===== config.mk =====
export PLATFORM = sky130hd
export DESIGN_NAME = mas_top
export DESIGN_NICKNAME = d
export VERILOG_FILES = /design/src/pkg/mas_pkg.sv /design/src/logic/mas_top.sv
export VERILOG_INCLUDE_DIRS = /design/src /design/src/pkg
export SDC_FILE = /design/constraint.sdc
export NUM_CORES = 1
export LEC_CHECK = 0
export BUFFER_PORTS_ARGS = -buffer_cell sky130_fd_sc_hd__clkbuf_2
export CORE_MARGIN = 1.5
export CORE_UTILIZATION = 52
export DETAILED_ROUTE_END_ITERATION = 7
export PLACE_DENSITY_LB_ADDON = 0.3
export SKIP_LAST_GASP = 1
export SYNTH_ARGS = -nofsm -noshare
export SYNTH_HDL_FRONTEND = slang
export SYNTH_SLANG_ARGS = --single-unit

===== constraint.sdc =====
create_clock -name aclk -period 13.6 [get_ports aclk]
set_clock_uncertainty 0.1 [all_clocks]
set_input_delay 0.68 -clock aclk [delete_from_list [all_inputs] [get_ports aclk]]
set_output_delay 0.68 -clock aclk [all_outputs]
set_load 0.01 [all_outputs]

===== src/pkg/mas_map.svh =====
/*
 * register indices, field positions, reset values and temperature figures of
 * the alarm status and scan select block.
 * assumes: byte address of a register is four times its index.
 */
// Operation
// - alarm bit sets after N consecutive out-of-range samples
// - in-range sample before N keeps bit clear
// - latched mode: bit holds until read after condition
// - latched bit cleared only by read or resets; bit 2 also cleared when local sensor disabled
// - in latched mode a status read clears all; persisting conditions reassert
// - hold-off mode: bit follows condition, no read needed
// - reserved status bits 15, 1, 0 read zero
// - bits 14..11 flag inputs 0..3 out of range
// - bits 10, 9 flag local temperature, when enabled
// - bits 8..5 flag remote temperatures, when enabled
// - bits 4, 3 flag remote sensor faults
// - bit 2 die overheat at 150 C, 8 C hysteresis
// - scan selected inputs from bit 14 down to 0
// - single-ended result stored in own data register
// - pair 0/1 result stored in channel 0 register
// - pair 2/3 result stored in channel 2 register
// - pair 0/1 only with pattern 001 on 14..12
// - pair 2/3 only with pattern 001 on 11..9
// - bits 8..0 select channels 4 to 12
// - alarm enables gate only the alarm pin
// - channel count code maps to 1..256, default 16
// - scan continues with second select register 14..12
`ifndef MAS_MAP_SVH
`define MAS_MAP_SVH

`define MAS_IDX_STATUS 8'h4F
`define MAS_IDX_CHSEL0 8'h50
`define MAS_IDX_CHSEL1 8'h51
`define MAS_IDX_ALMCTL 8'h4E
`define MAS_IDX_CONFIG 8'h4C
`define MAS_IDX_DATA0 8'h23

`define MAS_RST_STATUS 16'h0000
`define MAS_RST_CHSEL 16'h0000
`define MAS_RST_ALMCTL 16'h0000
`define MAS_RST_CONFIG 16'h0070

`define MAS_STATUS_MASK 16'h7FFC
`define MAS_CHSEL0_MASK 16'h7FFF
`define MAS_CHSEL1_MASK 16'h7000
`define MAS_ALMCTL_MASK 16'h7FFC
`define MAS_CONFIG_MASK 16'h00FF

`define MAS_BIT_HOLD_OFF 2
`define MAS_FLD_CHCNT_HI 7
`define MAS_FLD_CHCNT_LO 5
`define MAS_FLD_TCNT_HI 4
`define MAS_FLD_TCNT_LO 3
`define MAS_BIT_LOCAL_ON 0
`define MAS_BIT_REMOTE_A_ON 1
`define MAS_BIT_REMOTE_B_ON 2
`define MAS_BIT_OVERHEAT 2

`define MAS_OVERHEAT_SET_C 150
`define MAS_OVERHEAT_HYST_C 8

`endif


===== src/pkg/mas_pkg.sv =====
/*
 * types of the alarm status and scan select block.
 * assumes: constants come from mas_map.svh.
 */
package mas_pkg;

    typedef enum logic [2:0] {
        SCAN_IDLE = 3'b001,
        SCAN_ISSUE = 3'b010,
        SCAN_WAIT = 3'b100
    } mas_scan_t;

    typedef logic [8:0] mas_count_t;

endpackage : mas_pkg


===== src/logic/mas_top.sv =====
/*
 * alarm status flags with consecutive-sample filtering, scan channel
 * selection sequencer and result storage, behind an axi4-lite slave.
 * assumes: an external converter takes one request at a time and returns
 * one result with its threshold verdict; temperature sensors deliver
 * per-sample verdicts; all inputs are synchronous to aclk.
 */
`timescale 1ns/100ps
`default_nettype none
`include "mas_map.svh"

module mas_top #(
    parameter int ADDR_W = 10
) (
    input wire logic aclk,
    input wire logic aresetn,
    input wire logic [ADDR_W-1:0] s_axi_awaddr,
    input wire logic s_axi_awvalid,
    output logic s_axi_awready,
    input wire logic [31:0] s_axi_wdata,
    input wire logic [3:0] s_axi_wstrb,
    input wire logic s_axi_wvalid,
    output logic s_axi_wready,
    output logic [1:0] s_axi_bresp,
    output logic s_axi_bvalid,
    input wire logic s_axi_bready,
    input wire logic [ADDR_W-1:0] s_axi_araddr,
    input wire logic s_axi_arvalid,
    output logic s_axi_arready,
    output logic [31:0] s_axi_rdata,
    output logic [1:0] s_axi_rresp,
    output logic s_axi_rvalid,
    input wire logic s_axi_rready,
    output logic conv_valid,
    input wire logic conv_ready,
    output logic [3:0] conv_chan,
    output logic conv_diff,
    input wire logic res_valid,
    input wire logic [11:0] res_data,
    input wire logic res_out_of_range,
    input wire logic [2:0] temp_valid,
    input wire logic [2:0] temp_under,
    input wire logic [2:0] temp_over,
    input wire logic [1:0] remote_fault,
    input wire logic signed [9:0] die_temp,
    output logic alarm_n
);

    localparam int NSRC = 12;
    localparam int NSLOT = 18;
    localparam logic signed [9:0] OVERHEAT_SET = 10'(`MAS_OVERHEAT_SET_C);
    localparam logic signed [9:0] OVERHEAT_CLR =
        10'(`MAS_OVERHEAT_SET_C - `MAS_OVERHEAT_HYST_C);

    if (ADDR_W < 10) begin : g_addr_w_check
        $error("mas_top: ADDR_W must be at least 10");
    end

    // ==================================================================
    // register bus
    // ==================================================================
    logic aw_have_q, aw_have_d, w_have_q, w_have_d;
    logic [7:0] aw_idx_q, aw_idx_d;
    logic [31:0] wdata_q, wdata_d;
    logic [3:0] wstrb_q, wstrb_d;
    logic bvalid_q, bvalid_d, rvalid_q, rvalid_d;
    logic [1:0] bresp_q, bresp_d, rresp_q, rresp_d;
    logic [31:0] rdata_q, rdata_d;
    logic [15:0] status_q, status_d;
    logic [15:0] chsel0_q, chsel0_d, chsel1_q, chsel1_d;
    logic [15:0] almctl_q, almctl_d, config_q, config_d;
    logic [11:0] data_q [16];
    logic [11:0] data_d [16];
    logic wr_go, rd_go, rd_status;
    logic [7:0] ar_idx;
    logic [15:0] wr_val;

    assign s_axi_awready = !aw_have_q;
    assign s_axi_wready = !w_have_q;
    assign s_axi_bvalid = bvalid_q;
    assign s_axi_bresp = bresp_q;
    assign s_axi_arready = !rvalid_q;
    assign s_axi_rvalid = rvalid_q;
    assign s_axi_rdata = rdata_q;
    assign s_axi_rresp = rresp_q;
    assign ar_idx = s_axi_araddr[9:2];
    assign wr_go = aw_have_q && w_have_q && !bvalid_q;
    assign rd_go = s_axi_arvalid && !rvalid_q;
    assign rd_status = rd_go && (ar_idx == `MAS_IDX_STATUS);

    function automatic logic [15:0] merge(input logic [15:0] old,
                                          input logic [31:0] wd,
                                          input logic [3:0] st);
        merge = {st[1] ? wd[15:8] : old[15:8], st[0] ? wd[7:0] : old[7:0]};
    endfunction : merge

    always_comb begin
        aw_have_d = aw_have_q;
        aw_idx_d = aw_idx_q;
        w_have_d = w_have_q;
        wdata_d = wdata_q;
        wstrb_d = wstrb_q;
        bvalid_d = bvalid_q;
        bresp_d = bresp_q;
        rvalid_d = rvalid_q;
        rresp_d = rresp_q;
        rdata_d = rdata_q;
        chsel0_d = chsel0_q;
        chsel1_d = chsel1_q;
        almctl_d = almctl_q;
        config_d = config_q;
        wr_val = 16'h0000;
        if (s_axi_awvalid && !aw_have_q) begin
            aw_have_d = 1'b1;
            aw_idx_d = s_axi_awaddr[9:2];
        end
        if (s_axi_wvalid && !w_have_q) begin
            w_have_d = 1'b1;
            wdata_d = s_axi_wdata;
            wstrb_d = s_axi_wstrb;
        end
        if (bvalid_q && s_axi_bready) begin
            bvalid_d = 1'b0;
        end
        if (wr_go) begin
            aw_have_d = 1'b0;
            w_have_d = 1'b0;
            bvalid_d = 1'b1;
            bresp_d = 2'h0;
            case (aw_idx_q)
                `MAS_IDX_CHSEL0: begin
                    wr_val = merge(chsel0_q, wdata_q, wstrb_q);
                    chsel0_d = wr_val & `MAS_CHSEL0_MASK;
                end
                `MAS_IDX_CHSEL1: begin
                    wr_val = merge(chsel1_q, wdata_q, wstrb_q);
                    chsel1_d = wr_val & `MAS_CHSEL1_MASK;
                end
                `MAS_IDX_ALMCTL: begin
                    wr_val = merge(almctl_q, wdata_q, wstrb_q);
                    almctl_d = wr_val & `MAS_ALMCTL_MASK;
                end
                `MAS_IDX_CONFIG: begin
                    wr_val = merge(config_q, wdata_q, wstrb_q);
                    config_d = wr_val & `MAS_CONFIG_MASK;
                end
                // status and data are read-only: write accepted, no effect
                `MAS_IDX_STATUS: bresp_d = 2'h0;
                default: begin
                    if (aw_idx_q < `MAS_IDX_DATA0 ||
                        aw_idx_q > `MAS_IDX_DATA0 + 8'h0F) begin
                        bresp_d = 2'h2;
                    end
                end
            endcase
        end
        if (rvalid_q && s_axi_rready) begin
            rvalid_d = 1'b0;
        end
        if (rd_go) begin
            rvalid_d = 1'b1;
            rresp_d = 2'h0;
            rdata_d = 32'h0000_0000;
            case (ar_idx)
                `MAS_IDX_STATUS: rdata_d = {16'h0000, status_q};
                `MAS_IDX_CHSEL0: rdata_d = {16'h0000, chsel0_q};
                `MAS_IDX_CHSEL1: rdata_d = {16'h0000, chsel1_q};
                `MAS_IDX_ALMCTL: rdata_d = {16'h0000, almctl_q};
                `MAS_IDX_CONFIG: rdata_d = {16'h0000, config_q};
                default: begin
                    if (ar_idx >= `MAS_IDX_DATA0 &&
                        ar_idx <= `MAS_IDX_DATA0 + 8'h0F) begin
                        rdata_d = {20'h00000,
                                   data_q[4'(ar_idx - `MAS_IDX_DATA0)]};
                    end else begin
                        rresp_d = 2'h2;
                    end
                end
            endcase
        end
    end

    // ==================================================================
    // scan sequencer
    // ==================================================================
    mas_pkg::mas_scan_t scan_q, scan_d;
    logic [4:0] ptr_q, ptr_d;
    logic [3:0] cur_chan_q, cur_chan_d;
    logic cur_diff_q, cur_diff_d;
    logic [NSLOT-1:0] sel;
    logic pair01, pair23;

    // slot 17 is select bit 14 of the first register, slot 0 bit 12 of
    // the second one
    function automatic logic [4:0] slot_map(input logic [4:0] s);
        case (s)
            5'h11: slot_map = 5'h00;
            5'h10: slot_map = 5'h01;
            5'h0F: slot_map = 5'h10;
            5'h0E: slot_map = 5'h02;
            5'h0D: slot_map = 5'h03;
            5'h0C: slot_map = 5'h12;
            5'h02: slot_map = 5'h0D;
            5'h01: slot_map = 5'h0E;
            5'h00: slot_map = 5'h0F;
            default: slot_map = 5'(5'h0F - s);
        endcase
    endfunction : slot_map

    assign pair01 = chsel0_q[12] && chsel0_q[14:13] == 2'h0;
    assign pair23 = chsel0_q[9] && chsel0_q[11:10] == 2'h0;
    assign sel = {chsel0_q[14:13], pair01, chsel0_q[11:10], pair23,
                  chsel0_q[8:0], chsel1_q[14:12]};
    assign conv_valid = (scan_q == mas_pkg::SCAN_ISSUE) && sel[ptr_q];
    assign conv_chan = cur_chan_q;
    assign conv_diff = cur_diff_q;

    always_comb begin
        scan_d = scan_q;
        ptr_d = ptr_q;
        for (int k = 0; k < 16; k++) begin
            data_d[k] = data_q[k];
        end
        case (scan_q)
            mas_pkg::SCAN_IDLE: begin
                ptr_d = 5'(NSLOT - 1);
                if (|sel) begin
                    scan_d = mas_pkg::SCAN_ISSUE;
                end
            end
            mas_pkg::SCAN_ISSUE: begin
                if (!(|sel)) begin
                    scan_d = mas_pkg::SCAN_IDLE;
                end else if (!sel[ptr_q]) begin
                    ptr_d = (ptr_q == 5'h00) ? 5'(NSLOT - 1) : ptr_q - 5'h01;
                end else if (conv_ready) begin
                    scan_d = mas_pkg::SCAN_WAIT;
                end
            end
            mas_pkg::SCAN_WAIT: begin
                if (res_valid) begin
                    data_d[cur_chan_q] = res_data;
                    ptr_d = (ptr_q == 5'h00) ? 5'(NSLOT - 1) : ptr_q - 5'h01;
                    scan_d = mas_pkg::SCAN_ISSUE;
                end
            end
            default: scan_d = mas_pkg::SCAN_IDLE;
        endcase
        {cur_diff_d, cur_chan_d} = slot_map(ptr_d);
    end

    // ==================================================================
    // alarm filtering and status
    // ==================================================================
    mas_pkg::mas_count_t cnt_q [NSRC];
    mas_pkg::mas_count_t cnt_d [NSRC];
    mas_pkg::mas_count_t n_ch, n_temp, n_i;
    logic [NSRC-1:0] samp, oor, en, hit, active;
    logic hold_off, local_on, ra_on, rb_on, ch_done;
    logic heat_q, heat_d;

    assign hold_off = almctl_q[`MAS_BIT_HOLD_OFF];
    assign local_on = config_q[`MAS_BIT_LOCAL_ON];
    assign ra_on = config_q[`MAS_BIT_REMOTE_A_ON];
    assign rb_on = config_q[`MAS_BIT_REMOTE_B_ON];
    assign ch_done = (scan_q == mas_pkg::SCAN_WAIT) && res_valid;
    assign n_ch = 9'h001 << ((config_q[`MAS_FLD_CHCNT_HI:`MAS_FLD_CHCNT_LO]
                  == 3'h0) ? 4'h0 : 4'(config_q[7:5]) + 4'h1);
    assign n_temp = 9'h001 << config_q[`MAS_FLD_TCNT_HI:`MAS_FLD_TCNT_LO];

    always_comb begin
        for (int i = 0; i < 4; i++) begin
            samp[i] = ch_done && cur_chan_q == 4'(i);
            oor[i] = res_out_of_range;
            en[i] = 1'b1;
        end
        samp[11:4] = {temp_valid[2], temp_valid[1], temp_valid[2],
                      temp_valid[2], temp_valid[1], temp_valid[1],
                      temp_valid[0], temp_valid[0]};
        oor[11:4] = {remote_fault[1], remote_fault[0], temp_over[2],
                     temp_under[2], temp_over[1], temp_under[1],
                     temp_over[0], temp_under[0]};
        en[11:4] = {rb_on, ra_on, rb_on, rb_on, ra_on, ra_on,
                    local_on, local_on};
        for (int i = 0; i < NSRC; i++) begin
            n_i = (i < 4) ? n_ch : n_temp;
            cnt_d[i] = cnt_q[i];
            hit[i] = 1'b0;
            if (!en[i]) begin
                cnt_d[i] = 9'h000;
            end else if (samp[i] && oor[i]) begin
                if (cnt_q[i] < n_i) begin
                    cnt_d[i] = cnt_q[i] + 9'h001;
                end
                hit[i] = (cnt_q[i] + 9'h001 >= n_i);
            end else if (samp[i]) begin
                cnt_d[i] = 9'h000;
            end
            active[i] = en[i] && cnt_d[i] >= n_i;
        end
    end

    always_comb begin
        heat_d = heat_q;
        if (!local_on) begin
            heat_d = 1'b0;
        end else if (temp_valid[0] && die_temp >= OVERHEAT_SET) begin
            heat_d = 1'b1;
        end else if (temp_valid[0] && die_temp <= OVERHEAT_CLR) begin
            heat_d = 1'b0;
        end
        status_d = status_q;
        for (int i = 0; i < NSRC; i++) begin
            if (hold_off) begin
                status_d[14-i] = active[i];
            end else begin
                // read clears all, a same-cycle hit still sets
                status_d[14-i] = (status_q[14-i] && !rd_status) ||
                                 hit[i];
            end
        end
        if (hold_off || !local_on) begin
            status_d[`MAS_BIT_OVERHEAT] = heat_d;
        end else begin
            status_d[`MAS_BIT_OVERHEAT] = (status_q[2] && !rd_status) ||
                (temp_valid[0] && heat_d);
        end
        status_d = status_d & `MAS_STATUS_MASK;
    end

    // thermal alarm cannot be masked; the rest only gate the pin
    assign alarm_n = !(|(status_q & (almctl_q | 16'h0004)));

    // ==================================================================
    // registers
    // ==================================================================
    always_ff @(posedge aclk) begin
        if (!aresetn) begin
            aw_have_q <= 1'b0;
            aw_idx_q <= 8'h00;
            w_have_q <= 1'b0;
            wdata_q <= 32'h0000_0000;
            wstrb_q <= 4'h0;
            bvalid_q <= 1'b0;
            bresp_q <= 2'h0;
            rvalid_q <= 1'b0;
            rresp_q <= 2'h0;
            rdata_q <= 32'h0000_0000;
            status_q <= `MAS_RST_STATUS;
            chsel0_q <= `MAS_RST_CHSEL;
            chsel1_q <= `MAS_RST_CHSEL;
            almctl_q <= `MAS_RST_ALMCTL;
            config_q <= `MAS_RST_CONFIG;
            scan_q <= mas_pkg::SCAN_IDLE;
            ptr_q <= 5'h11;
            cur_chan_q <= 4'h0;
            cur_diff_q <= 1'b0;
            heat_q <= 1'b0;
            for (int k = 0; k < 16; k++) begin
                data_q[k] <= 12'h000;
            end
            for (int i = 0; i < NSRC; i++) begin
                cnt_q[i] <= 9'h000;
            end
        end else begin
            aw_have_q <= aw_have_d;
            aw_idx_q <= aw_idx_d;
            w_have_q <= w_have_d;
            wdata_q <= wdata_d;
            wstrb_q <= wstrb_d;
            bvalid_q <= bvalid_d;
            bresp_q <= bresp_d;
            rvalid_q <= rvalid_d;
            rresp_q <= rresp_d;
            rdata_q <= rdata_d;
            status_q <= status_d;
            chsel0_q <= chsel0_d;
            chsel1_q <= chsel1_d;
            almctl_q <= almctl_d;
            config_q <= config_d;
            scan_q <= scan_d;
            ptr_q <= ptr_d;
            cur_chan_q <= cur_chan_d;
            cur_diff_q <= cur_diff_d;
            heat_q <= heat_d;
            for (int k = 0; k < 16; k++) begin
                data_q[k] <= data_d[k];
            end
            for (int i = 0; i < NSRC; i++) begin
                cnt_q[i] <= cnt_d[i];
            end
        end
    end

endmodule : mas_top
`default_nettype wire


After elaboration in Yosys (flattened, before gate mapping)

Memories as Yosys holds them, arrays and structs flattened.
Cells that the tools add are included.

Add/sub/neg operators: 16
Magnitude comparators: 45
Equal/unequal tests: 28
Shifts and indexed selects: 2
Multiplexer cells: 140
Bitwise logic cells: 31
Reductions and logical operators: 96

Operators by type and width:

| cell                | count |
|---|---|
| $mux 9              | 56 |
| $mux 192            | 2 |
| $ge 9x9->1          | 24 |
| $mux 12             | 18 |
| $bwmux 192          | 1 |
| $add 9x1->9 const B | 12 |
| $lt 9x9->1          | 12 |
| $eq 8x7->1 const B  | 10 |
| $pmux 16 s5         | 1 |
| $logic_and 1x1->1   | 54 |
| $demux 12 s4        | 1 |
| $pmux 5 s9          | 1 |
| $mux 1              | 43 |
| $or 1x1->1          | 28 |
| $eq 5x4->1 const B  | 4 |
| $mux 5              | 4 |
| $reduce_and 3->1    | 6 |
| $reduce_or 18->1    | 1 |
| $and 16x15->16      | 1 |
| $reduce_or 16->1    | 1 |
| $logic_or 1x1->1    | 15 |
| $mux 3              | 5 |
| $pmux 5 s3          | 1 |
| $eq 5x5->1 const B  | 2 |
| 40 further kinds    | 55 |

Register bits after elaboration: 134
Bits in writable memories: 300
Bits of input ports: 99
Output and inout port bits: 48
Logic and storage cells: 383
Memories: 2

Memory list:

| name   | words | bits a word | read ports | clocked after Yosys merged registers in | wr ports | line           | RTL |
|---|---|---|---|---|---|---|---|
| data_q | 16    | 12          | 17         | 0                                       | 16       | mas_top.sv:72  | `logic [11:0] data_q [16];` |
| cnt_q  | 12    | 9           | 12         | 0                                       | 12       | mas_top.sv:255 | `mas_pkg::mas_count_t cnt_q [NSRC];` |

Longest topological paths before layout

Gate-level depths: netlist of the first run.

Depth after elaboration: 9
Gate-level depth with buffers: 24
Depth with buffers taken out: 23

Least setup slack after synthesis of the first run

Ideal clock, no wire load.

Path kind: reg-to-reg
Start point: reg config_q[5]
End point: reg status_q[14]
Library setup time: 0.125 ns
Data arrival time: 4.409 ns
Required time: 13.375 ns
Path slack: 8.966 ns
Cell stages (with the launch flop): 24
Buffers on the path: 1
Period minus slack after synthesis: 4.634 ns
Cell sequence: dfxtp_1 inv_1 ha_1 inv_1 o21ai_0 ha_1 nor2b_1 o21a_1 o21a_1 o21a_1 o21ai_1 clkbuf_1 nand2_1 xnor2_1 or2_2 ha_1 nand2b_1 a21oi_1 nor2b_1 o21ai_0 a21oi_1 o21a_1 o21ai_0 a211oi_1

Cells in the longest elaborated chain, start to end: 8
Elaborated cells between the ends (all ways): 12
Classes of those cells: 1 x add/sub; 3 x order compare; 1 x shift; 5 x mux; 2 x reduce/logical

RTL lines:

| element                                               | line                           | RTL |
|---|---|---|
| from (decl)                                           | mas_top.sv:71                  | `logic [15:0] almctl_q, almctl_d, config_q, config_d;` |
| from (signal assigned)                                | mas_top.sv:353                 | `` config_q <= `MAS_RST_CONFIG; `` |
| from (signal assigned)                                | mas_top.sv:380                 | `config_q <= config_d;` |
| $add 3x1->4 / $logic_not 3->1 (equally long branches) | mas_top.sv:268, mas_top.sv:267 |  |
| $mux 4 (*)                                            | mas_top.sv:267                 | `` assign n_ch = 9'h001 << ((config_q[`MAS_FLD_CHCNT_HI:`MAS_FLD_CHCNT_LO] `` |
| $shl 1x4->9 (*)                                       | mas_top.sv:267                 |  |
| $lt 9x9->1                                            | mas_top.sv:292                 | `if (cnt_q[i] < n_i) begin` |
| $mux 9                                                | mas_top.sv:292                 |  |
| $mux 9                                                | mas_top.sv:291                 | `end else if (samp[i] && oor[i]) begin` |
| $ge 9x9->1                                            | mas_top.sv:299                 | `active[i] = en[i] && cnt_d[i] >= n_i;` |
| $mux 1 (*)                                            | mas_top.sv:314                 | `if (hold_off) begin` |
| to (signal assigned)                                  | mas_top.sv:349                 | `` status_q <= `MAS_RST_STATUS; `` |
| to (signal assigned)                                  | mas_top.sv:376                 | `status_q <= status_d;` |
| to (decl)                                             | mas_top.sv:69                  | `logic [15:0] status_q, status_d;` |

Every way passes the cells marked *; elsewhere a longest branch is shown, timed or not.
A chain may end at the register's enable or synchronous reset.

Worst setup path in the final report of the first run

Start point: reg config_q[5]
End point: reg status_q[13]

Same word-level chain as after synthesis.

==> out/results.txt, run 1 <==
RD Place Congestion - 0.886
total core area - 0.0457 mm²
Clock Tree Buf Depth - 3
Pwr Total - 0.00259 W
logic gate share of total power - 4.7%
first-pass GRT wire length - 105 mm
post_cts resized - 0
worst path cell trace - inv_1 > ha_1 > nor2_1 > nand2_1 > o21ai_0 > nand3_1 > ha_1 > a21o_1 > a21o_1 > a211oi_2 > nand2_1 > xnor2_1 > or2_2 > ha_1 > nand2b_1 > a21oi_1 > nor2b_1 > o21ai_0 > a21oi_1 > o21a_1 > o21ai_0 > a211oi_1
Die Width - 219 µm
Starting Density - 53.1%
Rows - 78
layout cells sized above 1 - 10.3%
Synth top cells by count - nand2_1 (442), dfxtp_1 (412), a21oi_1 (309)
TritonCTS clock tree - built
pwr/cell area - 97.6 mW/mm²
Layout area overhead - 9.31%
Sw Share - 23.6%
Routed WL per cell - 18.6 µm
startpoint class of the critical path - flip-flop
status - completed
Post-Syn Instances - 2,878
Peak VDD IR - 0.121 mV
Routed Antenna Nets - 0
antenna violations before repair - 0
Synth cell types - 93
Worst path max stage delay - 0.88 ns
Psw - 0.000611 W
# nets final - 3,201
Slew Limit Headroom - 18.3%
Synth area leaders - dfxtp_1 (34%), ha_1 (12%), nand2_1 (6.8%)
Die Y-Extent - 219 µm
post-route setup TNS - 0 ns
Max Cap Viol - 0
final setup margin - 7.75 ns
port bufs - 104
WP data required - 13.96 ns
Place WS - 7.89 ns
Max FO, Critical Path - 15
leading area contributor after synthesis - dfxtp_1
Hold WC Path Type - in -> reg
gr busiest metal - met2
post-CTS setup buffer count - 0
gr ovfl total - 0
Post-CTS Hold Fix Bufs - 0
Final Hold Fails - 0
Skew-Pair Late Insertion Delay - 0.60 ns
final setup fails - 0
RSZ-0062 raised after global routing - no
clock group share of total power - 48.2%
post-synthesis async set-or-reset flop share - 0%
cell internal pwr - 0.00198 W
Top FF cell, synth - dfxtp_1
IO Pins - 147
worst endpoint data arrival time - 6.21 ns
kind of critical path - reg -> reg
register area share after synthesis - 34.0%
crit end category - flip-flop
Final min period - 5.85 ns
CP max-delay cell - a211oi_2
detailed-route wire length - 65.3 mm
vias - 21,400
met3 Track Usage GR - 3.41%
Worst-path clk slew - 0.06 ns
most frequent cell after synthesis - nand2_1
Pleak - 10.7 nW
achievable frequency - 171 MHz
dpl hpwl - 44.3 mm
total CTS buffers - 44
#FFs+latches synth - 412
GR Layer Usage met2 - 46.5%
Diodes inserted - 0
DR vias/cell - 6.10
largest net degree at the start of global routing - 150
First DRT Iteration DRCs - 1,759
met1 usage - 35.0%
Final Cycle Share - 43.0%
# H-tree levels - 2
gr usage total - 27.0%
Post-synth EDFFs - 0
sequential cell area - 0.00825 mm²
Slew Limit Fails - 0
mapped cell area - 0.0243 mm²
Synth top area share - 34.0%
clk sink count - 412
Mean Syn Cell Area - 8.43 µm²
Root Buffer - clkbuf_16
Sequential Power Share - 47.1%
overall die area - 0.0480 mm²
Warnings, synthesis - 0
Detailed Routing Iterations Pass 1 - 5
DRC viols - 0
footprint of the multi-input gates - 0.0151 mm²
vias in the first global route - 20,500
filler cell count - 4,048
slew of the pin with the lowest slew margin - 1.22 ns
routing by layer:
| layer | vias up | part of all wire [%] |
|---|---|---|
| li1 | 10300 | - |
| met1 | 10300 | 43 |
| met2 | 724 | 48 |
| met3 | 121 | 6.6 |
| met4 | 0 | 2.3 |
| met5 | - | 0 |
final timing paths:
check | startpoint | cells after the start | end | slack, ns
worst max-delay path | config_q[5] | 22 | status_q[13] | 7.75
worst max register to register | config_q[5] | 22 | status_q[13] | 7.75
worst min-delay path | s_axi_rready | 2 | s_axi_rvalid | 0.16
worst min register to register | data_q[14][7] | 2 | data_q[14][7] | 0.35
final cells by class:
cell class,instances,area share [%]
clock buffer,60,4.61
clock inverter,15,0.972
inverter,48,0.727
multi-input combinational,2238,56.9
sequential,412,31.1
tap,600,2.83
timing repair buffer,135,2.85
cells by family after synthesis:
family	count (synthesis)	share of synthesized area [%]
xor gates and xnor gates	61	2.20
other	1	0.0155
muxes	135	8.28
buffers and inverters	246	4.25
AOI/OAI and AO/OA	679	17.4
DFF	412	34.0
adders and majority gates	223	11.5
and+or+nand+nor	1121	22.4
placed cells by master, fill, tap and decap left out, drive strengths merged, types with 8 or more instances in the layout:
cell    instances
a31oi          24
clkbuf        163
and3           57
xor2           25
or2            12
dfxtp         412
and2           75
nor2          177
nor2b          63
xnor2          36
mux4           52
o22ai          10
a221oi          8
nand2         443
ha            223
a22oi          41
mux2i          77
o21ai          99
nor3b          12
a21boi         14
inv            50
nor3           38
buf            32
or3            14
a21o           29
nand2b         30
nand3         129
conb           19
nor4           14
nand4          27
o21a           31
a21oi         309
a211oi         21
o211ai         19
a41oi          13
a22o           10
power by group through the flow:
stage | Combinational (W) | Sequential [W] | Clock, W
final | 0.000122 | 0.00122 | 0.00125
after global routing | 0.000130 | 0.00122 | 0.00131
after CTS | 0.000120 | 0.00122 | 0.00127
after detailed placement | 0.000120 | 0.00125 | 0
after global placement | 0.000118 | 0.00125 | 0
after floorplan | 0.0000821 | 0.00124 | 0
registers in the layout, summed over array words and instances (netlist names), 2 cells and up:
| register | flops |
|---|---|
| chsel1_q | 3 |
| wdata_q | 15 |
| cnt_q | 108 |
| chsel0_q | 15 |
| wstrb_q | 2 |
| s_axi_rdata | 15 |
| conv_chan | 4 |
| config_q | 8 |
| ptr_q | 5 |
| aw_idx_q | 8 |
| data_q | 192 |
| almctl_q | 13 |
| status_q | 13 |
| scan_q | 3 |
per-stage QoR:
stage | util [%] | hold slack (ns) | cell area (µm²) | std cells
floorplan | - | 0.333 | 24300 | 2896
global placement | 54.8 | 0.338 | 25000 | 3433
detailed placement | 54.8 | 0.343 | 25000 | 3433
CTS | 58.1 | 0.132 | 26500 | 3508
global route | 58.1 | 0.166 | 26500 | 3508
finish | 58.1 | 0.159 | 26500 | 3508
critical path, delay by kind of cell (launching register included):
kind,cells,cell delay [ns]
adders and majority gates,3,1.07
and+or+nand+nor,7,1.45
AOI/OAI and AO/OA,10,2.29
buffers and inverters,1,0.13
xor gates and xnor gates,1,0.20
DFF,1,0.47
No activity file was read; power rests on OpenSTA's default activity.
==> inputs of run 2 (changes only) <==
==> constraint.sdc (replaced) <==
create_clock -name aclk -period 4.83 [get_ports aclk]
set_clock_uncertainty 0.1 [all_clocks]
set_input_delay 0.2415 -clock aclk [delete_from_list [all_inputs] [get_ports aclk]]
set_output_delay 0.2415 -clock aclk [all_outputs]
set_load 0.01 [all_outputs]
==> run 2 against run 1 <==
- non-clock buffer count up 64
- wire length rose by 4.4%
- maximum frequency is 29% higher
- hold slack worse by 0.11 ns
- count of clock-buffer cells in the layout increased by 3
- flip-flop and latch count stayed put
- via count rose by 1.2%
- first-iteration DRC count grew 11%
- power increased to 2.9 times the previous value
- sequential power grew to 2.8 times the previous value
==> out/results.txt, run 2 (same netlist as run 1, synthesis figures left out) <==
Final Cycle Share - 93.8% (+51 points)
Max Cap Viol - 0 (unchanged)
Max FO, Critical Path - 8 (-7)
Worst-path clk slew - 0.06 ns (about the same)
Starting Density - 53.1% (unchanged)
Peak VDD IR - 0.284 mV (+130%)
Routed WL per cell - 19.0 µm (+2.3%)
worst path cell trace - ha_1 > nand2b_1 > o21ai_0 > nand3_1 > ha_1 > a21o_1 > a21o_1 > a211oi_4 > nand2_1 > xnor2_1 > or2_2 > ha_1 > nand2b_1 > a21oi_1 > nor2b_1 > o21ai_0 > a21oi_1 > o21a_1 > o21ai_0 > a211oi_1
commonest non-fill, non-tap cells in the layout - nand2_1 (440), dfxtp_1 (410), a21oi_1 (309)
Place WS - -0.0478 ns (-7.94 ns)
post-layout util - 59.6% (+1.5 points)
Root Buffer - clkbuf_16
most flop-heavy register - data_q
gr ovfl total - 0 (unchanged)
largest net degree at the start of global routing - 178 (+19%)
max reg flops - 192 (unchanged)
Slew Limit Headroom - 22.3% (+4.0 points)
achievable frequency - 221 MHz (+29%)
Clock Tree Buf Depth - 3 (unchanged)
crit end category - flip-flop
DRC viols - 0 (unchanged)
layout cells sized above 1 - 11.5% (+1.2 points)
Detailed Routing Iterations Pass 1 - 5 (unchanged)
CP max-delay cell - a211oi_4
final setup fails - 0 (unchanged)
# H-tree levels - 2 (unchanged)
Die Width - 219 µm (unchanged)
WP data required - 5.20 ns (-8.76 ns)
gr usage total - 27.9% (+0.95 points)
commonest non-fill, non-tap cell in the layout - nand2_1
worst endpoint data arrival time - 4.90 ns (-1.31 ns)
Final min period - 4.53 ns (-1.32 ns)
IO Pins - 147 (unchanged)
vias - 21,700 (+1.2%)
Routed Antenna Nets - 0 (unchanged)
Die Y-Extent - 219 µm (unchanged)
first-pass GRT wire length - 109 mm (+3.2%)
startpoint class of the critical path - flip-flop
# nets final - 3,266 (+2.0%)
Diodes inserted - 0 (unchanged)
Skew-Pair Late Insertion Delay - 0.61 ns (about the same)
slew of the pin with the lowest slew margin - 1.16 ns (-0.0557 ns)
total CTS buffers - 45 (+2.3%)
Final Hold Fails - 0 (unchanged)
Hold Worst Slack - 0.0458 ns (-0.113 ns)
TritonCTS clock tree - built
kind of critical path - reg -> reg
clk sink count - 412 (unchanged)
detailed-route wire length - 68.1 mm (+4.4%)
overall die area - 0.0480 mm² (unchanged)
antenna violations before repair - 0 (unchanged)
Hold WC Path Type - in -> reg
final setup margin - 0.300 ns (-7.45 ns)
vias in the first global route - 20,900 (+2.3%)
Rows - 78 (unchanged)
Pleak - 11.0 nW (+3.1%)
Slew Limit Fails - 0 (unchanged)
dpl hpwl - 47.0 mm (+6.1%)
post-CTS setup buffer count - 0 (unchanged)
status - completed
First DRT Iteration DRCs - 1,950 (+11%)
Layout area overhead - 12.2%
total core area - 0.0457 mm² (unchanged)
Largest regs - data_q (192), cnt_q (108)
RD Place Congestion - 0.915 (+3.2%)
pwr/cell area - 271 mW/mm² (+180%)
port bufs - 104 (unchanged)
Worst path max stage delay - 0.41 ns (-0.47 ns)
DR vias/cell - 6.06 (-0.75%)
run 2: changes by cell type in the layout (fill, tap and decap cells not counted), sizes merged:
| cell | before | now |
|---|---|---|
| buf | 32 | 55 |
| bufinv | 5 | 3 |
| clkbuf | 163 | 166 |
| clkinvlp | 1 | 4 |
| dlygate4sd3 | 0 | 41 |
| inv | 50 | 52 |
run 2: power breakdown:
part	total, W	switching [W]	internal, W
clock	0.00357	0.00151	0.00205
sequential	0.00343	0.0000185	0.00342
combinational	0.000384	0.000258	0.000125
run 2: metal layers:
layer / GRT usage [%] / wire [µm] / up-vias
met3: 3.77 / 4410 / 146
li1: - / - / 10400
met2: 47.8 / 32600 / 737
met1: 35.5 / 28800 / 10400
met5: 0 / 0 / -
met4: 10.9 / 2330 / 0
run 2: timing repair:
item / CTS / global route
hold buffers: 41 / 0
endpoints found under the setup margin: 1 / 4
pin swaps: 0 / 0
hold endpoints to repair: 50 / 0
cloned: 0 / 0
resized for setup: 1 / 14
run 2: cell type report:
cell class,instances,area (µm²)
fill,3931,18500
multi-input combinational,2238,15100
sequential,412,8250
timing repair buffer,199,1370
clock buffer,63,1290
tap,600,751
clock inverter,18,226
inverter,48,193
run 2: worst paths after layout:
kind / from / end / slack (ns) / cells past startpoint
hold reg to reg: data_q[7][6] / data_q[7][6] / 0.35 / 2
setup / recovery: config_q[6] / status_q[14] / 0.30 / 20
setup reg to reg: config_q[6] / status_q[14] / 0.30 / 20
hold / removal: die_temp[7] / heat_q / 0.05 / 4
run 2: worst max-delay path, delay by kind of cell (launching register included):
family / cells / cell delay, ns
compound gates: 10 / 1.82
simple gates: 6 / 1.08
flops: 1 / 0.35
xor+xnor: 1 / 0.16
fa+ha+maj: 3 / 0.90
run 2: through the flow:
stage	setup TNS (ns)	area, µm²	instances	total power [W]
after CTS	0	27200	3578	0.00742
final	0	27200	3578	0.00738
after global placement	0	25200	3456	0.00385
after detailed placement	-0.0478	25200	3456	0.00386
after floorplan	0	24300	2896	0.00373
after global routing	-0.00374	27200	3578	0.00760
